`src/pkg/awo_pkg.sv`:
```
// package with register map, field layout and reset values of the watchdog/offset control
package awo_pkg;
  localparam int ADDR_W = 8;
  localparam logic [7:0] OFF_FLAG_HIGH = 8'hb0;
  localparam logic [7:0] OFF_FLAG_LOW = 8'hb4;
  localparam logic [7:0] OFF_EN_HIGH = 8'hb8;
  localparam logic [7:0] OFF_EN_LOW = 8'hbc;
  localparam logic [7:0] OFF_CTRL = 8'hc0;
  localparam logic [7:0] OFF_TRIM = 8'hc4;
  localparam logic [7:0] OFF_IRQ_MASK = 8'hc8;
  localparam logic [7:0] OFF_STATUS = 8'hcc;
  localparam int NUM_CH = 10;
  localparam int LOW_CH = 8;
  localparam int HIGH_CH = 2;
  localparam int RES_W = 12;
  localparam int BIT_SHORT = 0;
  localparam int BIT_DELAY = 1;
  localparam int BIT_DIFF = 2;
  localparam int CTRL_W = 3;
  localparam int TRIM_W = 6;
  localparam logic [5:0] TRIM_RESERVED = 6'h20;
  localparam logic [9:0] FLAG_RESET = 10'h000;
  localparam logic [9:0] EN_RESET = 10'h000;
  localparam logic [2:0] CTRL_RESET = 3'h0;
  localparam logic [5:0] TRIM_RESET = 6'h00;
  // conversion modes reported by the core
  typedef enum logic [1:0] {
    AWO_MODE_SINGLE = 2'h0,
    AWO_MODE_NOBUF = 2'h1,
    AWO_MODE_BUF_CONT = 2'h2,
    AWO_MODE_SCAN = 2'h3
  } awo_mode_t;
endpackage : awo_pkg

```
`src/verilog/awo_ctrl.sv`:
```
// watchdog flags, channel enables, input mode control and offset trim register bank
// Function
// - eight sticky watchdog event flags for channels 0 to 7
// - flags set only by hardware; writing 0 clears, writing 1 keeps
// - flags and enables act only in buffered continuous or scan mode
// - two enable bits for channels 8 and 9
// - eight enable bits for channels 0 to 7
// - enables read/write; hardware may set, software clears with 0
// - control bit 0 shorts positive and negative inputs for calibration
// - control bit 1 selects internal delay per converter clock speed
// - offset bits 5:0 two's complement, 0 to 31 positive
// - code 100000 reserved; 100001 to 111111 give -31 to -1
// - two sticky flags for channels 8 and 9, cleared like low flags
//
// Implementation choice: the plain strobed port.
`timescale 1ns/1ps
`default_nettype none
module awo_ctrl #(
  parameter int NUM_CH = awo_pkg::NUM_CH,
  parameter int RES_W = awo_pkg::RES_W
) (
  input wire logic clk_sys,
  input wire logic rst_n,
  input wire logic [7:0] bus_addr,
  input wire logic [31:0] bus_wdata,
  input wire logic bus_wr,
  input wire logic bus_rd,
  output logic [31:0] bus_rdata,
  input wire logic conv_valid,
  input wire logic [3:0] conv_channel,
  input wire logic [RES_W-1:0] conv_result,
  input wire logic [RES_W-1:0] thr_high,
  input wire logic [RES_W-1:0] thr_low,
  input wire logic [1:0] conv_mode,
  input wire logic [NUM_CH-1:0] hw_enable_set,
  output logic input_short_calibration,
  output logic delay_time_select,
  output logic differential_select,
  output logic signed [6:0] offset_correction,
  output logic mode_conflict,
  output logic irq
);
  ////////////////////////////////////////////////////////////////////////////
  // registers
  logic [NUM_CH-1:0] flag_reg, flag_next;
  logic [NUM_CH-1:0] en_reg, en_next;
  logic [awo_pkg::CTRL_W-1:0] ctrl_reg;
  logic [awo_pkg::TRIM_W-1:0] trim_reg;
  logic [1:0] irq_mask_reg;
  logic [1:0] status_reg, status_next;
  logic [31:0] rdata_reg;
  logic irq_reg;
  logic conflict_reg;
  logic signed [6:0] corr_reg;

  ////////////////////////////////////////////////////////////////////////////
  // address decode
  wire sel_fh = bus_addr == awo_pkg::OFF_FLAG_HIGH;
  wire sel_fl = bus_addr == awo_pkg::OFF_FLAG_LOW;
  wire sel_eh = bus_addr == awo_pkg::OFF_EN_HIGH;
  wire sel_el = bus_addr == awo_pkg::OFF_EN_LOW;
  wire sel_ct = bus_addr == awo_pkg::OFF_CTRL;
  wire sel_tr = bus_addr == awo_pkg::OFF_TRIM;
  wire sel_mk = bus_addr == awo_pkg::OFF_IRQ_MASK;
  wire sel_st = bus_addr == awo_pkg::OFF_STATUS;
  wire wr_fh = bus_wr && sel_fh;
  wire wr_fl = bus_wr && sel_fl;
  wire wr_eh = bus_wr && sel_eh;
  wire wr_el = bus_wr && sel_el;

  // watchdog is only live in buffered continuous and scan modes
  wire mode_live = (conv_mode == awo_pkg::AWO_MODE_BUF_CONT) ||
                   (conv_mode == awo_pkg::AWO_MODE_SCAN);
  wire scan_mode = conv_mode == awo_pkg::AWO_MODE_SCAN;
  wire cont_mode = conv_mode == awo_pkg::AWO_MODE_BUF_CONT;

  ////////////////////////////////////////////////////////////////////////////
  // window compare on the incoming result
  wire outside;
  awo_window_cmp #(
    .RES_W(RES_W)
  ) awo_window_cmp_inst (
    .result(conv_result),
    .thr_high(thr_high),
    .thr_low(thr_low),
    .outside(outside)
  );

  wire [NUM_CH-1:0] hit;
  wire [NUM_CH-1:0] wmask;
  wire [NUM_CH-1:0] ewmask;
  // per-channel set and software write masks
  genvar g;
  generate
    for (g = 0; g < NUM_CH; g++) begin : g_ch
      assign hit[g] = conv_valid && mode_live && outside && en_reg[g] &&
                      (conv_channel == 4'(g));
      // flags: a written 0 clears, a written 1 is ignored
      if (g < awo_pkg::LOW_CH) begin : g_lo
        assign wmask[g] = wr_fl && !bus_wdata[g];
        assign ewmask[g] = wr_el;
      end else begin : g_hi
        assign wmask[g] = wr_fh && !bus_wdata[g-awo_pkg::LOW_CH];
        assign ewmask[g] = wr_eh;
      end
    end
  endgenerate

  wire [NUM_CH-1:0] en_wdata = {bus_wdata[awo_pkg::HIGH_CH-1:0], bus_wdata[7:0]};

  // set wins over clear so an event in the clearing cycle survives
  assign flag_next = (flag_reg & ~wmask) | hit;
  // hardware set also wins over a software write of 0
  assign en_next = ((en_reg & ~ewmask) | (en_wdata & ewmask)) | hw_enable_set;

  ////////////////////////////////////////////////////////////////////////////
  // interrupt status: bit 0 any watchdog hit, bit 1 differential select in scan or buffered continuous mode
  wire conflict_now = ctrl_reg[awo_pkg::BIT_DIFF] && (scan_mode || cont_mode);
  wire [1:0] st_ev = {conflict_now, |hit};
  wire [1:0] st_clr = (bus_wr && sel_st) ? bus_wdata[1:0] : 2'h0;
  assign status_next = (status_reg & ~st_clr) | st_ev;

  // offset code as a signed LSB correction; the reserved code applies none
  wire [5:0] trim_code = trim_reg;
  wire signed [6:0] corr_next = (trim_code == awo_pkg::TRIM_RESERVED) ? 7'sd0 :
                                {trim_code[5], trim_code};

  ////////////////////////////////////////////////////////////////////////////
  // read mux, unmapped addresses read zero
  wire [31:0] rd_mux =
      sel_fh ? {30'h0, flag_reg[NUM_CH-1:awo_pkg::LOW_CH]} :
      sel_fl ? {24'h0, flag_reg[7:0]} :
      sel_eh ? {30'h0, en_reg[NUM_CH-1:awo_pkg::LOW_CH]} :
      sel_el ? {24'h0, en_reg[7:0]} :
      sel_ct ? {29'h0, ctrl_reg} :
      sel_tr ? {26'h0, trim_reg} :
      sel_mk ? {30'h0, irq_mask_reg} :
      sel_st ? {30'h0, status_reg} : 32'h0;

  ////////////////////////////////////////////////////////////////////////////
  // watchdog state
  always_ff @(posedge clk_sys or negedge rst_n) begin
    if (!rst_n) begin
      flag_reg <= awo_pkg::FLAG_RESET;
      en_reg <= awo_pkg::EN_RESET;
      status_reg <= 2'h0;
    end else begin
      flag_reg <= flag_next;
      en_reg <= en_next;
      status_reg <= status_next;
    end
  end

  // software configuration registers
  always_ff @(posedge clk_sys or negedge rst_n) begin
    if (!rst_n) begin
      ctrl_reg <= awo_pkg::CTRL_RESET;
      trim_reg <= awo_pkg::TRIM_RESET;
      irq_mask_reg <= 2'h0;
    end else begin
      if (bus_wr && sel_ct) begin
        ctrl_reg <= bus_wdata[awo_pkg::CTRL_W-1:0];
      end
      if (bus_wr && sel_tr) begin
        trim_reg <= bus_wdata[awo_pkg::TRIM_W-1:0];
      end
      if (bus_wr && sel_mk) begin
        irq_mask_reg <= bus_wdata[1:0];
      end
    end
  end

  // registered outputs
  always_ff @(posedge clk_sys or negedge rst_n) begin
    if (!rst_n) begin
      rdata_reg <= 32'h0;
      irq_reg <= 1'b0;
      conflict_reg <= 1'b0;
      corr_reg <= 7'sd0;
    end else begin
      rdata_reg <= bus_rd ? rd_mux : 32'h0;
      irq_reg <= |(status_next & irq_mask_reg);
      conflict_reg <= conflict_now;
      corr_reg <= corr_next;
    end
  end

  assign bus_rdata = rdata_reg;
  assign irq = irq_reg;
  assign mode_conflict = conflict_reg;
  assign offset_correction = corr_reg;
  // control bits go straight from their flip-flops to the analog front end
  assign input_short_calibration = ctrl_reg[awo_pkg::BIT_SHORT];
  assign delay_time_select = ctrl_reg[awo_pkg::BIT_DELAY];
  assign differential_select = ctrl_reg[awo_pkg::BIT_DIFF];

  ////////////////////////////////////////////////////////////////////////////
  // assertions
  // flag set and clear
  a_flag_set_hit: assert property (@(posedge clk_sys) disable iff (!rst_n)
      (|hit) |=> ((flag_reg & $past(hit)) == $past(hit)))
    else $error("hit did not set its flag");
  a_flag_no_mode: assert property (@(posedge clk_sys) disable iff (!rst_n)
      (!mode_live && !(bus_wr && sel_fl)) |=> (flag_reg[7:0] == $past(flag_reg[7:0])))
    else $error("low flags changed outside live modes");
  a_flag_one_keeps: assert property (@(posedge clk_sys) disable iff (!rst_n)
      wr_fl |=> ((flag_reg[7:0] & $past(bus_wdata[7:0]) & $past(flag_reg[7:0])) ==
                 ($past(bus_wdata[7:0]) & $past(flag_reg[7:0]))))
    else $error("writing ones cleared a flag");
  a_flag_zero_clr: assert property (@(posedge clk_sys) disable iff (!rst_n)
      (wr_fl && !(|hit)) |=> ((flag_reg[7:0] & ~$past(bus_wdata[7:0])) == 8'h00))
    else $error("writing zero did not clear low flags");
  a_flag_high_clr: assert property (@(posedge clk_sys) disable iff (!rst_n)
      (wr_fh && (bus_wdata[1:0] == 2'h0) && !(|hit)) |=> (flag_reg[9:8] == 2'h0))
    else $error("writing zero did not clear high flags");
  // enable, control and trim writes, and control readback
  a_enable_write: assert property (@(posedge clk_sys) disable iff (!rst_n)
      (wr_el && !(|hw_enable_set)) |=> (en_reg[7:0] == $past(bus_wdata[7:0])))
    else $error("low enable write lost");
  a_enable_high: assert property (@(posedge clk_sys) disable iff (!rst_n)
      (wr_eh && !(|hw_enable_set)) |=> (en_reg[9:8] == $past(bus_wdata[1:0])))
    else $error("high enable write lost");
  a_enable_hwset: assert property (@(posedge clk_sys) disable iff (!rst_n)
      (|hw_enable_set) |=> ((en_reg & $past(hw_enable_set)) == $past(hw_enable_set)))
    else $error("hardware enable set lost");
  a_ctrl_outputs: assert property (@(posedge clk_sys) disable iff (!rst_n)
      (bus_wr && sel_ct) |=> ({differential_select, delay_time_select,
       input_short_calibration} == $past(bus_wdata[2:0])))
    else $error("control bits not driven from write");
  a_trim_value: assert property (@(posedge clk_sys) disable iff (!rst_n)
      (bus_wr && sel_tr) |=> ##1 (offset_correction ==
       (($past(bus_wdata[5:0], 2) == 6'h20) ? 7'sd0 :
        $signed({$past(bus_wdata[5], 2), $past(bus_wdata[5:0], 2)}))))
    else $error("offset correction mismatch");
  a_trim_reserved: assert property (@(posedge clk_sys) disable iff (!rst_n)
      (trim_reg == awo_pkg::TRIM_RESERVED) |=> (offset_correction == 7'sd0))
    else $error("reserved offset code applied a correction");
  a_read_latency: assert property (@(posedge clk_sys) disable iff (!rst_n)
      (bus_rd && sel_ct) |=> (bus_rdata == {29'h0, $past(ctrl_reg)}))
    else $error("control readback wrong");

  // read data carries the addressed register in the cycle after the strobe
  a_read_flags_low: assert property (@(posedge clk_sys) disable iff (!rst_n)
      (bus_rd && sel_fl) |=> (bus_rdata == {24'h0, $past(flag_reg[7:0])}))
    else $error("low flag readback wrong");
  a_read_flags_high: assert property (@(posedge clk_sys) disable iff (!rst_n)
      (bus_rd && sel_fh) |=> (bus_rdata == {30'h0, $past(flag_reg[9:8])}))
    else $error("high flag readback wrong");
  a_read_en_low: assert property (@(posedge clk_sys) disable iff (!rst_n)
      (bus_rd && sel_el) |=> (bus_rdata == {24'h0, $past(en_reg[7:0])}))
    else $error("low enable readback wrong");
  a_read_en_high: assert property (@(posedge clk_sys) disable iff (!rst_n)
      (bus_rd && sel_eh) |=> (bus_rdata == {30'h0, $past(en_reg[9:8])}))
    else $error("high enable readback wrong");
  a_read_trim: assert property (@(posedge clk_sys) disable iff (!rst_n)
      (bus_rd && sel_tr) |=> (bus_rdata == {26'h0, $past(trim_reg)}))
    else $error("offset readback wrong");

  // software can never raise a flag; only a hit does
  a_flag_hw_only: assert property (@(posedge clk_sys) disable iff (!rst_n)
      ((flag_reg & ~$past(flag_reg) & ~$past(hit)) == '0))
    else $error("flag rose without a hit");
  a_flag_high_keep: assert property (@(posedge clk_sys) disable iff (!rst_n)
      wr_fh |=> ((flag_reg[9:8] & $past(bus_wdata[1:0]) & $past(flag_reg[9:8])) ==
                 ($past(bus_wdata[1:0]) & $past(flag_reg[9:8]))))
    else $error("writing ones cleared a high flag");

  // configuration holds unless written, or for enables set by hardware
  a_en_hold: assert property (@(posedge clk_sys) disable iff (!rst_n)
      (!wr_el && !wr_eh && !(|hw_enable_set)) |=> (en_reg == $past(en_reg)))
    else $error("enable changed without a cause");
  a_ctrl_hold: assert property (@(posedge clk_sys) disable iff (!rst_n)
      !(bus_wr && sel_ct) |=> $stable({differential_select, delay_time_select,
                                       input_short_calibration}))
    else $error("control bits moved without a write");
  a_trim_hold: assert property (@(posedge clk_sys) disable iff (!rst_n)
      !(bus_wr && sel_tr) |=> (trim_reg == $past(trim_reg)))
    else $error("offset code moved without a write");

  // interrupt follows status and mask; a fresh mask shows one cycle late
  a_irq_level: assert property (@(posedge clk_sys) disable iff (!rst_n)
      !($past(bus_wr) && $past(sel_mk)) |-> (irq == |(status_reg & irq_mask_reg)))
    else $error("interrupt level disagrees with status");
  a_hit_status: assert property (@(posedge clk_sys) disable iff (!rst_n)
      (|hit) |=> status_reg[0])
    else $error("hit did not set status");
  a_status_clear: assert property (@(posedge clk_sys) disable iff (!rst_n)
      (bus_wr && sel_st && bus_wdata[0] && !(|hit)) |=> !status_reg[0])
    else $error("status not cleared by writing one");
  a_conflict_flag: assert property (@(posedge clk_sys) disable iff (!rst_n)
      (mode_conflict == ($past(differential_select) && ($past(scan_mode) || $past(cont_mode)))))
    else $error("mode conflict output wrong");

  // offset sign: positive codes pass unchanged, negative ones stay in -31..-1
  a_corr_positive: assert property (@(posedge clk_sys) disable iff (!rst_n)
      !trim_reg[5] |=> (offset_correction == $signed({1'b0, $past(trim_reg)})))
    else $error("positive offset correction wrong");
  a_corr_negative: assert property (@(posedge clk_sys) disable iff (!rst_n)
      (trim_reg[5] && (trim_reg != awo_pkg::TRIM_RESERVED)) |=>
      ((offset_correction < 7'sd0) && (offset_correction >= -7'sd31)))
    else $error("negative offset correction out of range");
endmodule : awo_ctrl
`default_nettype wire

```
`src/verilog/awo_window_cmp.sv`:
```
// window comparator for one conversion result against high and low thresholds
`timescale 1ns/1ps
`default_nettype none
module awo_window_cmp #(
  parameter int RES_W = 12
) (
  input wire logic [RES_W-1:0] result,
  input wire logic [RES_W-1:0] thr_high,
  input wire logic [RES_W-1:0] thr_low,
  output logic outside
);
  // strict compare: a result equal to a threshold is still inside the window
  assign outside = (result > thr_high) || (result < thr_low);
endmodule : awo_window_cmp
`default_nettype wire

```
`config.mk`:
```
export PLATFORM = sky130hd
export DESIGN_NAME = awo_ctrl
export DESIGN_NICKNAME = d
export VERILOG_FILES = /design/src/pkg/awo_pkg.sv /design/src/verilog/awo_ctrl.sv /design/src/verilog/awo_window_cmp.sv
export SDC_FILE = /design/constraint.sdc
export NUM_CORES = 1
export LEC_CHECK = 0
export ABC_AREA = 1
export ABC_CLOCK_PERIOD_IN_PS = 1210
export BUFFER_PORTS_ARGS = -buffer_cell sky130_fd_sc_hd__buf_2
export CAP_MARGIN = 10
export CORE_ASPECT_RATIO = 1.1
export CORE_MARGIN = 5
export CORE_UTILIZATION = 43
export DETAILED_ROUTE_END_ITERATION = 16
export HOLD_SLACK_MARGIN = 0.06
export PLACE_DENSITY_LB_ADDON = 0.05
export SLEW_MARGIN = 20
export SYNTH_ARGS = -nofsm -noshare
export SYNTH_HDL_FRONTEND = slang
export SYNTH_SLANG_ARGS = --single-unit
```
`constraint.sdc`:
```
create_clock -name clk_sys -period 1.21 [get_ports clk_sys]
set_clock_uncertainty 0.1 [all_clocks]
set_input_delay 0.121 -clock clk_sys [delete_from_list [all_inputs] [get_ports clk_sys]]
set_output_delay 0.121 -clock clk_sys [all_outputs]
set_load 0.01 [all_outputs]
```
# After elaboration in Yosys (flattened, before gate mapping)
# Index checks and enable logic that the tools add are counted.
# totals
out_inout_bits	44
reg_bits	50
# op_classes
eq_ne	20
muxes	11
bitwise	12
n_reduce_logical	54
magnitude_cmp	2
# ops
op	count
$eq 8x8->1 const B	8
$logic_and 1x1->1	41
$mux 8	5
$and 10x10->10	3
$or 10x10->10	3
$not 10->10	2
$eq 4x3->1 const B	4
$gt 12x12->1	1
$lt 12x12->1	1
$mux 6	2
$reduce_or 10->1	1
$eq 4x2->1 const B	2
$eq 4x4->1 const B	2
$logic_not 1->1	8
$mux 7	1
$eq 6x6->1 const B	1
$mux 2	3
$and 2x2->2	2
$eq 2x2->1 const B	2
$eq 4x1->1 const B	1
$logic_not 4->1	1
$logic_or 1x1->1	2
$not 2->2	1
$or 2x2->2	1
$reduce_or 2->1	1

# Depth between registers and ports, before layout
# Gate-level depths: netlist of run 1.
# logic_depth
ltp_word	10
ltp_mapped	17

# Cells and area by module
# From an unflattened synthesis of run 1, not the netlist that was laid out.
# unflattened
hier_cells	415
area_unflattened_um2	3193.1
# by_module_without_submodules
mod	instances	area_each_um2	cells_per_inst	seq_area_each_um2
awo_ctrl	1	2538.7	307	1226.2
awo_window_cmp	1	654.4	108	0.0

# Worst setup path after synthesis of run 1
# Ideal clock, no wire load.
# synth_timing
path_kind	input-to-reg
from	in thr_high[11]
to	reg irq_reg (netlist: irq)
t_arrival_ps	1296
required_ps	994
slack_ps	-302
path_buffers	0
cell_stages	15
path_cell_list	inv_1 > ha_1 > nand2_1 > inv_2 > nand2_2 > nor2_2 > nand4_1 > nand2_1 > nand2_2 > o211ai_1 > nand2_1 > nor2_1 > nand2_1 > nand2_1 > nand2_1
# synth_via
elab_chain_cells	9
word_cells_on_any_way	27
classes_between	1 x order compare; 2 x bitwise; 24 x reduce/logical
# synth_lines
item	line_no	source
start, declared	awo_ctrl.sv:32	input wire logic [RES_W-1:0] thr_high,
$gt 12x12->1 (*)	awo_window_cmp.sv:13	assign outside = (result > thr_high) || (result < thr_low);
$logic_or 1x1->1 (*)	awo_window_cmp.sv:13	
$logic_and 1x1->1 (*)	awo_ctrl.sv:96	assign hit[g] = conv_valid && mode_live && outside && en_reg[g] &&
$logic_and 1x1->1 (2 in a row)	awo_ctrl.sv:96	
$reduce_or 10->1 (*)	awo_ctrl.sv:119	wire [1:0] st_ev = {conflict_now, |hit};
$or 2x2->2 (*)	awo_ctrl.sv:121	assign status_next = (status_reg & ~st_clr) | st_ev;
net status_next[0]	awo_ctrl.sv:50	logic [1:0] status_reg, status_next;
$and 2x2->2 (*)	awo_ctrl.sv:182	irq_reg <= |(status_next & irq_mask_reg);
$reduce_or 2->1 (*)	awo_ctrl.sv:182	
end signal, assigned	awo_ctrl.sv:182	
end, declared	awo_ctrl.sv:52	logic irq_reg;
# Mark *: on every way through the listed nets, which the timed path passes. The rest lies on a longest branch.
# A chain may end at the register's enable or synchronous reset.

# Worst setup path after layout of run 1
# layout_timing
from	in thr_low[7]
to	reg irq_reg (netlist: irq)
# layout_via
elab_chain_cells	9
word_cells_on_any_way	27
classes_between	1 x order compare; 2 x bitwise; 24 x reduce/logical
# layout_lines
item	line_no	source
start, declared	awo_ctrl.sv:33	input wire logic [RES_W-1:0] thr_low,
$lt 12x12->1 (*)	awo_window_cmp.sv:13	
$logic_or 1x1->1 (*)	awo_window_cmp.sv:13	
$logic_and 1x1->1 (*)	awo_ctrl.sv:96	
$logic_and 1x1->1 (2 in a row)	awo_ctrl.sv:96	
$reduce_or 10->1 (*)	awo_ctrl.sv:119	
$or 2x2->2 (*)	awo_ctrl.sv:121	
net status_next[0]	awo_ctrl.sv:50	
$and 2x2->2 (*)	awo_ctrl.sv:182	
$reduce_or 2->1 (*)	awo_ctrl.sv:182	
# Marked as above.

==> results of run 1 <==
==> cell families after synthesis <==
logic type / after synthesis / share of synthesized area [%]
other: 1 / 0.1194
muxes: 1 / 0.4778
buffers and inverters: 110 / 16.61
adders and majority gates: 23 / 9.160
AOI/OAI and AO/OA: 67 / 11.79
and+or+nand+nor: 164 / 22.82
DFF: 49 / 39.03
==> through the flow <==
| step | utilization [%] | hold WS (ns) |
|---|---|---|
| after floorplan | - | -0.2746 |
| after global placement | 58.67 | 0.02796 |
| after detailed placement | 58.67 | 0.02654 |
| after CTS | 65.01 | 0.1103 |
| after global routing | 68.56 | 0.1507 |
| final | 68.56 | 0.1192 |
==> cell usage after synthesis (2+ instances only) <==
cell type  number  area, um^2
inv_2           3       11.26
o211ai_1        4       30.03
nor2_2          3       18.77
o221ai_1        2       17.52
buf_6           2       22.52
o21ai_1         3       15.01
inv_1          75       281.5
a21oi_1        26       130.1
nand2_2         5       31.28
nand4_1         7       43.79
nor3_1          2       10.01
nor2_1         23       86.33
clkbuf_1        5       18.77
nand3_1        13       65.06
dfrtp_1        49        1226
o21ai_0        27       135.1
ha_1           23       287.8
nand2_1       103       386.6
buf_4          25       187.7
==> final cells by class <==
cell class | count | area [um^2] | share of cell area (%)
sequential | 49 | 1226 | 25.24
inverter | 78 | 340.3 | 7.005
multi-input combinational | 279 | 1892 | 38.94
clock buffer | 6 | 82.58 | 1.700
clock inverter | 2 | 37.54 | 0.7726
tap | 85 | 106.4 | 2.189
timing repair buffer | 159 | 1174 | 24.16
==> final timing paths <==
kind | cells after the start | end | slack (ns)
setup / recovery | 16 | irq$_DFF_PN0_ | -0.21
hold / removal | 3 | irq_mask_reg[0]$_DFFE_PN0P_ | 0.12
setup reg to reg | 9 | irq$_DFF_PN0_ | -0.16
hold reg to reg | 0 | offset_correction[4]$_DFF_PN0_ | 0.28
max in group asynchronous | 3 | en_reg[8]$_DFF_PN0_ | 0.55
min in group asynchronous | 3 | offset_correction[4]$_DFF_PN0_ | 0.23
==> power groups by stage <==
stage,sequential (W),combinational [W],clock [W]
after detailed placement,0.00186,0.000800,0
after global routing,0.00185,0.00110,0.00132
final,0.00184,0.000975,0.00122
after CTS,0.00183,0.000900,0.00125
after floorplan,0.00186,0.000487,0
after global placement,0.00186,0.000783,0
==> worst max-delay path: cells and delay by family <==
kind | cells | cell delay (ns)
and+or+nand+nor | 10 | 0.73
adders and majority gates | 1 | 0.26
AOI/OAI and AO/OA | 2 | 0.22
buffers and inverters | 3 | 0.19
==> routing by layer <==
layer,track usage [%],share of wire [%],vias to the layer above
met4,5.568,2.0,0
met3,2.496,5.4,14
li1,-,-,1567
met2,35.92,54,100
met5,0,0,-
met1,23.07,39,1434
==> timing repair <==
| action | CTS | global route |
|---|---|---|
| pin swaps | 24 | 31 |
| hold buffers | 22 | 0 |
| hold endpoints to repair | 80 | 0 |
| setup buffers | 1 | 2 |
| gates resized for setup | 33 | 60 |
| endpoints found under the setup margin | 13 | 24 |
==> layout by cell type (no fill, tap or decap), types with 18 or more instances in the layout <==
cell type | Yosys | routed
buf_4 | 25 | 42
buf_2 | 0 | 73
dlygate4sd3_1 | 0 | 22
conb_1 | 1 | 24
buf_6 | 2 | 18
dfrtp_1 | 49 | 49
ha_4 | 0 | 19
nor2_1 | 23 | 21
nand2_1 | 103 | 90
inv_1 | 75 | 51
o21ai_0 | 27 | 19
==> key figures, run 1 <==
Logic synthesis
  – Yosys warnings: 0
  – Gate Count Post-Synth: 415
  – Post-Synthesis Cell Area: 3142 um^2
  – Ys async rst share: 100.0%
  – Post-synthesis register bit count: 49
  – Post-synth cell types: 34
  – Post-synth EDFFs: 0
  – Main synth FF type: dfrtp_1
  – Seq/Total Area, Yosys: 39.03%
  – Syn_area_per_cell: 7.571 um^2

Placed design
  – Post-place setup slack: -0.5673 ns
  – Placed cell area: 4158 um^2
  – Routability cong.: 0.8520
  – Port buffer count: 91
  – Placed insts: 626
  – Post-DP HPWL: 6.998 mm

Pwr
  – Clock power frac: 30.2%
  – Peak VDD IR: 399.4 uV
  – Static Leak: 2.581 nW
  – Total power: 0.004031 W
  – Power per cell area: 829.8 nW/um^2
  – Internal Power: 0.002903 W
  – Switch share: 27.98%
  – Net Switching: 0.001128 W
  – Logic pwr share: 24.2%
  – Flop pwr share: 45.6%

Die
  – Chip height: 99.65 um
  – Die area: 9118 um^2
  – Core Region: 7087 um^2
  – Top Ports: 141
  – Row cnt: 32
  – Die W: 91.50 um
  – Initial core utilization: 44.33%

Detailed routing
  – Vias per cell: 4.734
  – DRC viols: 0
  – Antenna Violating Nets Remaining: 0
  – Drt wl/cell: 13.87 um
  – WL final: 9.127 mm
  – First-pass detailed-route iteration total: 4
  – 1st-iter DRT viols: 125
  – Vias: 3115

Finish
  – Nets: 692
  – ANT cells: 0
  – Area Overhead vs Synth: 54.64%
  – Share of post-route cells with drive strength above 1: 43.11%
  – Design area: 4858 um^2
  – Fill cell total of the finished layout: 584
  – Post-route insts no fill: 658

Global route
  – Initial antenna violation count: 0
  – First-pass GRT wire length: 14.17 mm
  – Number of global-route vias before repair: 3168
  – Largest net degree at the start of global routing: 50
  – Gr ovfl total: 0
  – GRT Total Usage: 19.29%

Setup path
  – Crit path from: thr_low[7]
  – Critical Path Max Stage Delay: 0.26 ns
  – Reg2reg start: en_reg[4]$_DFF_PN0_
  – Critical Path Start Type: input pin
  – Critical-path cell list: buf_2, inv_4, ha_4, nand2_2, inv_2, nand2_2, a21oi_2, nor2_1, nand2_1, nand2_4, o211ai_1, nand2_1, nor2_1, nand2_1, nand2_1, nand2_1
  – Crit Path Max Fanout: 6
  – Crit Path Class: in -> reg
  – Crit path max-delay cell type: ha_4
  – Most frequent CP cell: nand2_1
  – Critical path arrival: 1.52 ns
  – Worst setup EP type: flip-flop
  – WP data required: 1.30 ns

Worst hold path
  – Hold Crit Start: bus_wr
  – Min-Delay Path Class: in -> reg

Timing
  – Crit share post-route: 117.7%
  – # setup viols final: 16
  – Setup TNS: -1.422 ns
  – Unrepaired setup endpoints after global routing: yes
  – Setup ws final: -0.2147 ns
  – Max Slew Vio Count: 0
  – Final Hold Viols: 0
  – Achievable clock frequency: 701.9 MHz
  – Post-route minimum period: 1.425 ns

Clock network
  – Clock-pin slew on the worst setup and hold paths: 0.08 ns
  – Num CTS Buffers: 5
  – Clk buf depth: 2
  – Latest clock arrival within the worst-skew pair: 0.30 ns
  – Clock sink total: 49
  – Root Buffer: clkbuf_8
  – CTS tree: done
  – H-tree levels: 2

Run status
  – Status: finished, violations left
  – Failing checks: negative setup slack

Job
  – Max Cap Viol: 0
Power figures use the tool's default switching activity.
==> run 2, diff against run 1 <==
--- a/config.mk
+++ b/config.mk
@@ -18,4 +18,5 @@
 export SLEW_MARGIN = 20
 export SYNTH_ARGS = -nofsm -noshare
 export SYNTH_HDL_FRONTEND = slang
+export SYNTH_HIERARCHICAL = 1
 export SYNTH_SLANG_ARGS = --single-unit
==> run 2 against run 1 <==
  * The flow still finishes with violations (negative setup slack)
  * Maximum frequency decreased by 14%
  * Register-to-register slack improved by 0.14 ns
  * Sequential power about the same
==> key figures, run 2 <==
Run status
  – Status: finished, violations left
  – Failing checks: negative setup slack

Finish
  – Nets: 687 (-0.72%)
  – Post-route insts no fill: 655 (-0.46%)
  – Fill cell total of the finished layout: 653 (+12%)
  – Register area: 1226 um^2 (unchanged)
  – ANT cells: 0 (unchanged)
  – Share of post-route cells with drive strength above 1: 39.44% (-3.7 points)
  – Most common cell after layout, fill and taps aside: nand2_1
  – Most frequent cells in the layout: nand2_1 (87), buf_2 (75), dfrtp_1 (49), inv_1 (45), buf_4 (39)
  – Area Overhead vs Synth: 48.20%
  – Area of the multi-input gates: 1872 um^2 (-1.1%)

Setup path
  – Crit path buffers/inverters: 2 (-1)
  – Critical-path cell list: buf_2, inv_2, ha_4, nand4_1, a21oi_2, nor2_1, nand2_1, nand2_2, nand3_4, nor2_4, nand3b_1, nand2_1, nor2_1, nand2_1, or2_1
  – Crit Path Max Fanout: 5 (-1)
  – Crit path max-delay cell type: ha_4
  – CP delay by family, top: simple AND/OR/NAND/NOR gates
  – Crit Path Class: in -> reg
  – Critical Path Start Type: input pin
  – Critical Path Max Stage Delay: 0.26 ns (about the same)
  – WP data required: 1.30 ns (about the same)
  – Worst setup EP type: flip-flop
  – Critical path arrival: 1.76 ns (+0.24 ns)
  – Most frequent CP cell: nand2_1

Timing
  – Setup ws final: -0.4551 ns (-0.2404 ns)
  – Unrepaired setup endpoints after global routing: yes
  – Setup TNS: -3.200 ns (-1.777 ns)
  – Crit share post-route: 137.6% (+20 points)
  – # setup viols final: 11 (-5)
  – Post-route minimum period: 1.665 ns (+0.2404 ns)
  – Achievable clock frequency: 600.6 MHz (-14%)
  – Final Hold Viols: 0 (unchanged)
  – Max Slew Vio Count: 0 (unchanged)

Die
  – Chip height: 100.4 um (+0.73%)
  – Core Region: 7350 um^2 (+3.7%)
  – Top Ports: 141 (unchanged)
  – Die area: 9251 um^2 (+1.5%)
  – Die W: 92.16 um (+0.72%)
  – Row cnt: 33 (+3.1%)
  – Initial core utilization: 43.45% (-0.89 points)

Global route
  – Initial antenna violation count: 0 (unchanged)
  – Largest net degree at the start of global routing: 46 (-8.0%)
  – GRT Total Usage: 19.30% (about the same)
  – First-pass GRT wire length: 14.06 mm (-0.83%)
  – Number of global-route vias before repair: 3047 (-3.8%)
  – Gr ovfl total: 0 (unchanged)

Clock network
  – CTS tree: done
  – Root Buffer: clkbuf_8
  – H-tree levels: 2 (unchanged)
  – Clock-pin slew on the worst setup and hold paths: 0.09 ns (about the same)
  – Latest clock arrival within the worst-skew pair: 0.30 ns (about the same)
  – Num CTS Buffers: 5 (unchanged)
  – Clock sink total: 49 (unchanged)
  – Clk buf depth: 2 (unchanged)

Logic synthesis
  – Ys async rst share: 100.0% (unchanged)
  – Post-synth EDFFs: 0 (unchanged)
  – Area contributors post-synth: dfrtp_1 (38%), nand2_1 (12%), ha_1 (9.0%)
  – Syn_area_per_cell: 7.694 um^2 (+1.6%)
  – Yosys top cell by area: dfrtp_1
  – Yosys warnings: 6 (+6)
  – Post-Synthesis Cell Area: 3193 um^2 (+1.6%)
  – Gate Count Post-Synth: 415 (unchanged)
  – Main synth FF type: dfrtp_1
  – Post-synth cell types: 31 (-8.8%)
  – Commonest cells post-synth: nand2_1 (98), inv_1 (60), dfrtp_1 (49), nor2_1 (26), o21ai_0 (26)
  – Top-count cell post-synth: nand2_1
  – Yosys top cell area share: 38.40% (-0.63 points)
  – Post-synthesis register bit count: 49 (unchanged)
  – Seq/Total Area, Yosys: 38.40% (-0.63 points)

Detailed routing
  – First-pass detailed-route iteration total: 4 (unchanged)
  – Antenna Violating Nets Remaining: 0 (unchanged)
  – DRC viols: 0 (unchanged)
  – 1st-iter DRT viols: 181 (+45%)
  – Vias per cell: 4.731 (about the same)
  – Vias: 3099 (-0.51%)
  – Drt wl/cell: 13.26 um (-4.4%)
  – WL final: 8.688 mm (-4.8%)

Job
  – Max Cap Viol: 0 (unchanged)

Pwr
  – Static Leak: 2.550 nW (-1.2%)
  – Power per cell area: 880.1 nW/um^2 (+6.1%)
  – Peak VDD IR: 595.2 uV (+49%)
  – Total power: 0.004164 W (+3.3%)

Placed design
  – Port buffer count: 91 (unchanged)
  – Routability cong.: 0.8375 (-1.7%)
  – Placed insts: 624 (-0.32%)
  – Post-place setup slack: -0.8352 ns (-0.2678 ns)
  – Post-DP HPWL: 6.957 mm (-0.59%)

Worst hold path
  – Min-Delay Path Class: in -> reg
[run 2: cell type report]
type	count	area share, %
multi-input combinational	286	39.56
sequential	49	25.91
timing repair buffer	153	23.27
inverter	72	6.134
tap	87	2.300
clock buffer	5	1.454
clock inverter	3	1.375
[run 2: worst paths after layout]
| path | start | endpoint | slack, ns | cells past startpoint |
|---|---|---|---|---|
| worst min register to register | trim_code[3]$_DFFE_PN0P_ | offset_correction[3]$_DFF_PN0_ | 0.31 | 0 |
| worst min-delay path | conv_channel[0] | flag_reg[7]$_DFF_PN0_ | 0.07 | 5 |
| worst max-delay path | thr_low[9] | status_reg[0]$_DFF_PN0_ | -0.46 | 15 |
| min in group asynchronous | rst_n | bus_rdata[1]$_DFF_PN0_ | 0.08 | 2 |
| worst max register to register | en_reg[3]$_DFF_PN0_ | status_reg[0]$_DFF_PN0_ | -0.02 | 5 |
| max in group asynchronous | rst_n | bus_rdata[5]$_DFF_PN0_ | 0.46 | 3 |
[run 2: metal layers]
layer	vias up	wire length (um)	share of wire (%)	GRT usage, %
met5	-	0	0	0
met4	0	94	1.1	4.800
met3	9	402	4.6	3.598
met2	87	4709	54	35.96
met1	1433	3481	40	22.83
li1	1570	-	-	-
[run 2: repair_timing]
| item | 4_1_cts | 5_1_grt |
|---|---|---|
| resized for setup | 35 | 27 |
| setup endpoints to repair | 12 | 14 |
| endpoints found under the hold margin | 78 | 0 |
| pin swaps | 25 | 20 |
| hold buffers | 21 | 0 |
| buffers inserted | 2 | 2 |
[run 2: power by group]
part	internal (W)	switching (W)
Clock	0.000821	0.000549
Combinational	0.000455	0.000499
Sequential	0.00177	0.0000727
[run 2: tightest hold or removal path, cell delays in order]
cell,delay [ns]
buf_2,0.12
nand2_1,0.06
nor2_1,0.05
nand2_2,0.05
nand2_2,0.04
[run 2: cells by family (layout without fill, tap and decap cells)]
| group | count (synthesis) | after routing | synth area share [%] |
|---|---|---|---|
| flip-flops | 49 | 49 | 38.40 |
| AO/OA/AOI/OAI | 71 | 71 | 12.23 |
| AND/OR/NAND/NOR | 166 | 166 | 24.10 |
| adder cells (fa/ha/maj) | 23 | 23 | 9.013 |
| buffers and inverters | 103 | 233 | 15.20 |
| other | 1 | 24 | 0.1174 |
| multiplexers | 2 | 2 | 0.9405 |
[run 2: per-stage QoR]
| stage | hold slack, ns | area [um^2] | util (%) |
|---|---|---|---|
| 2_1_floorplan | -0.2746 | 3450 | - |
| 3_3_place_gp | -0.1421 | 4108 | 55.89 |
| 3_5_place_dp | -0.1338 | 4108 | 55.89 |
| 4_1_cts | 0.06393 | 4628 | 62.97 |
| 5_1_grt | 0.07202 | 4732 | 64.39 |
| 6_report | 0.07203 | 4732 | 64.39 |
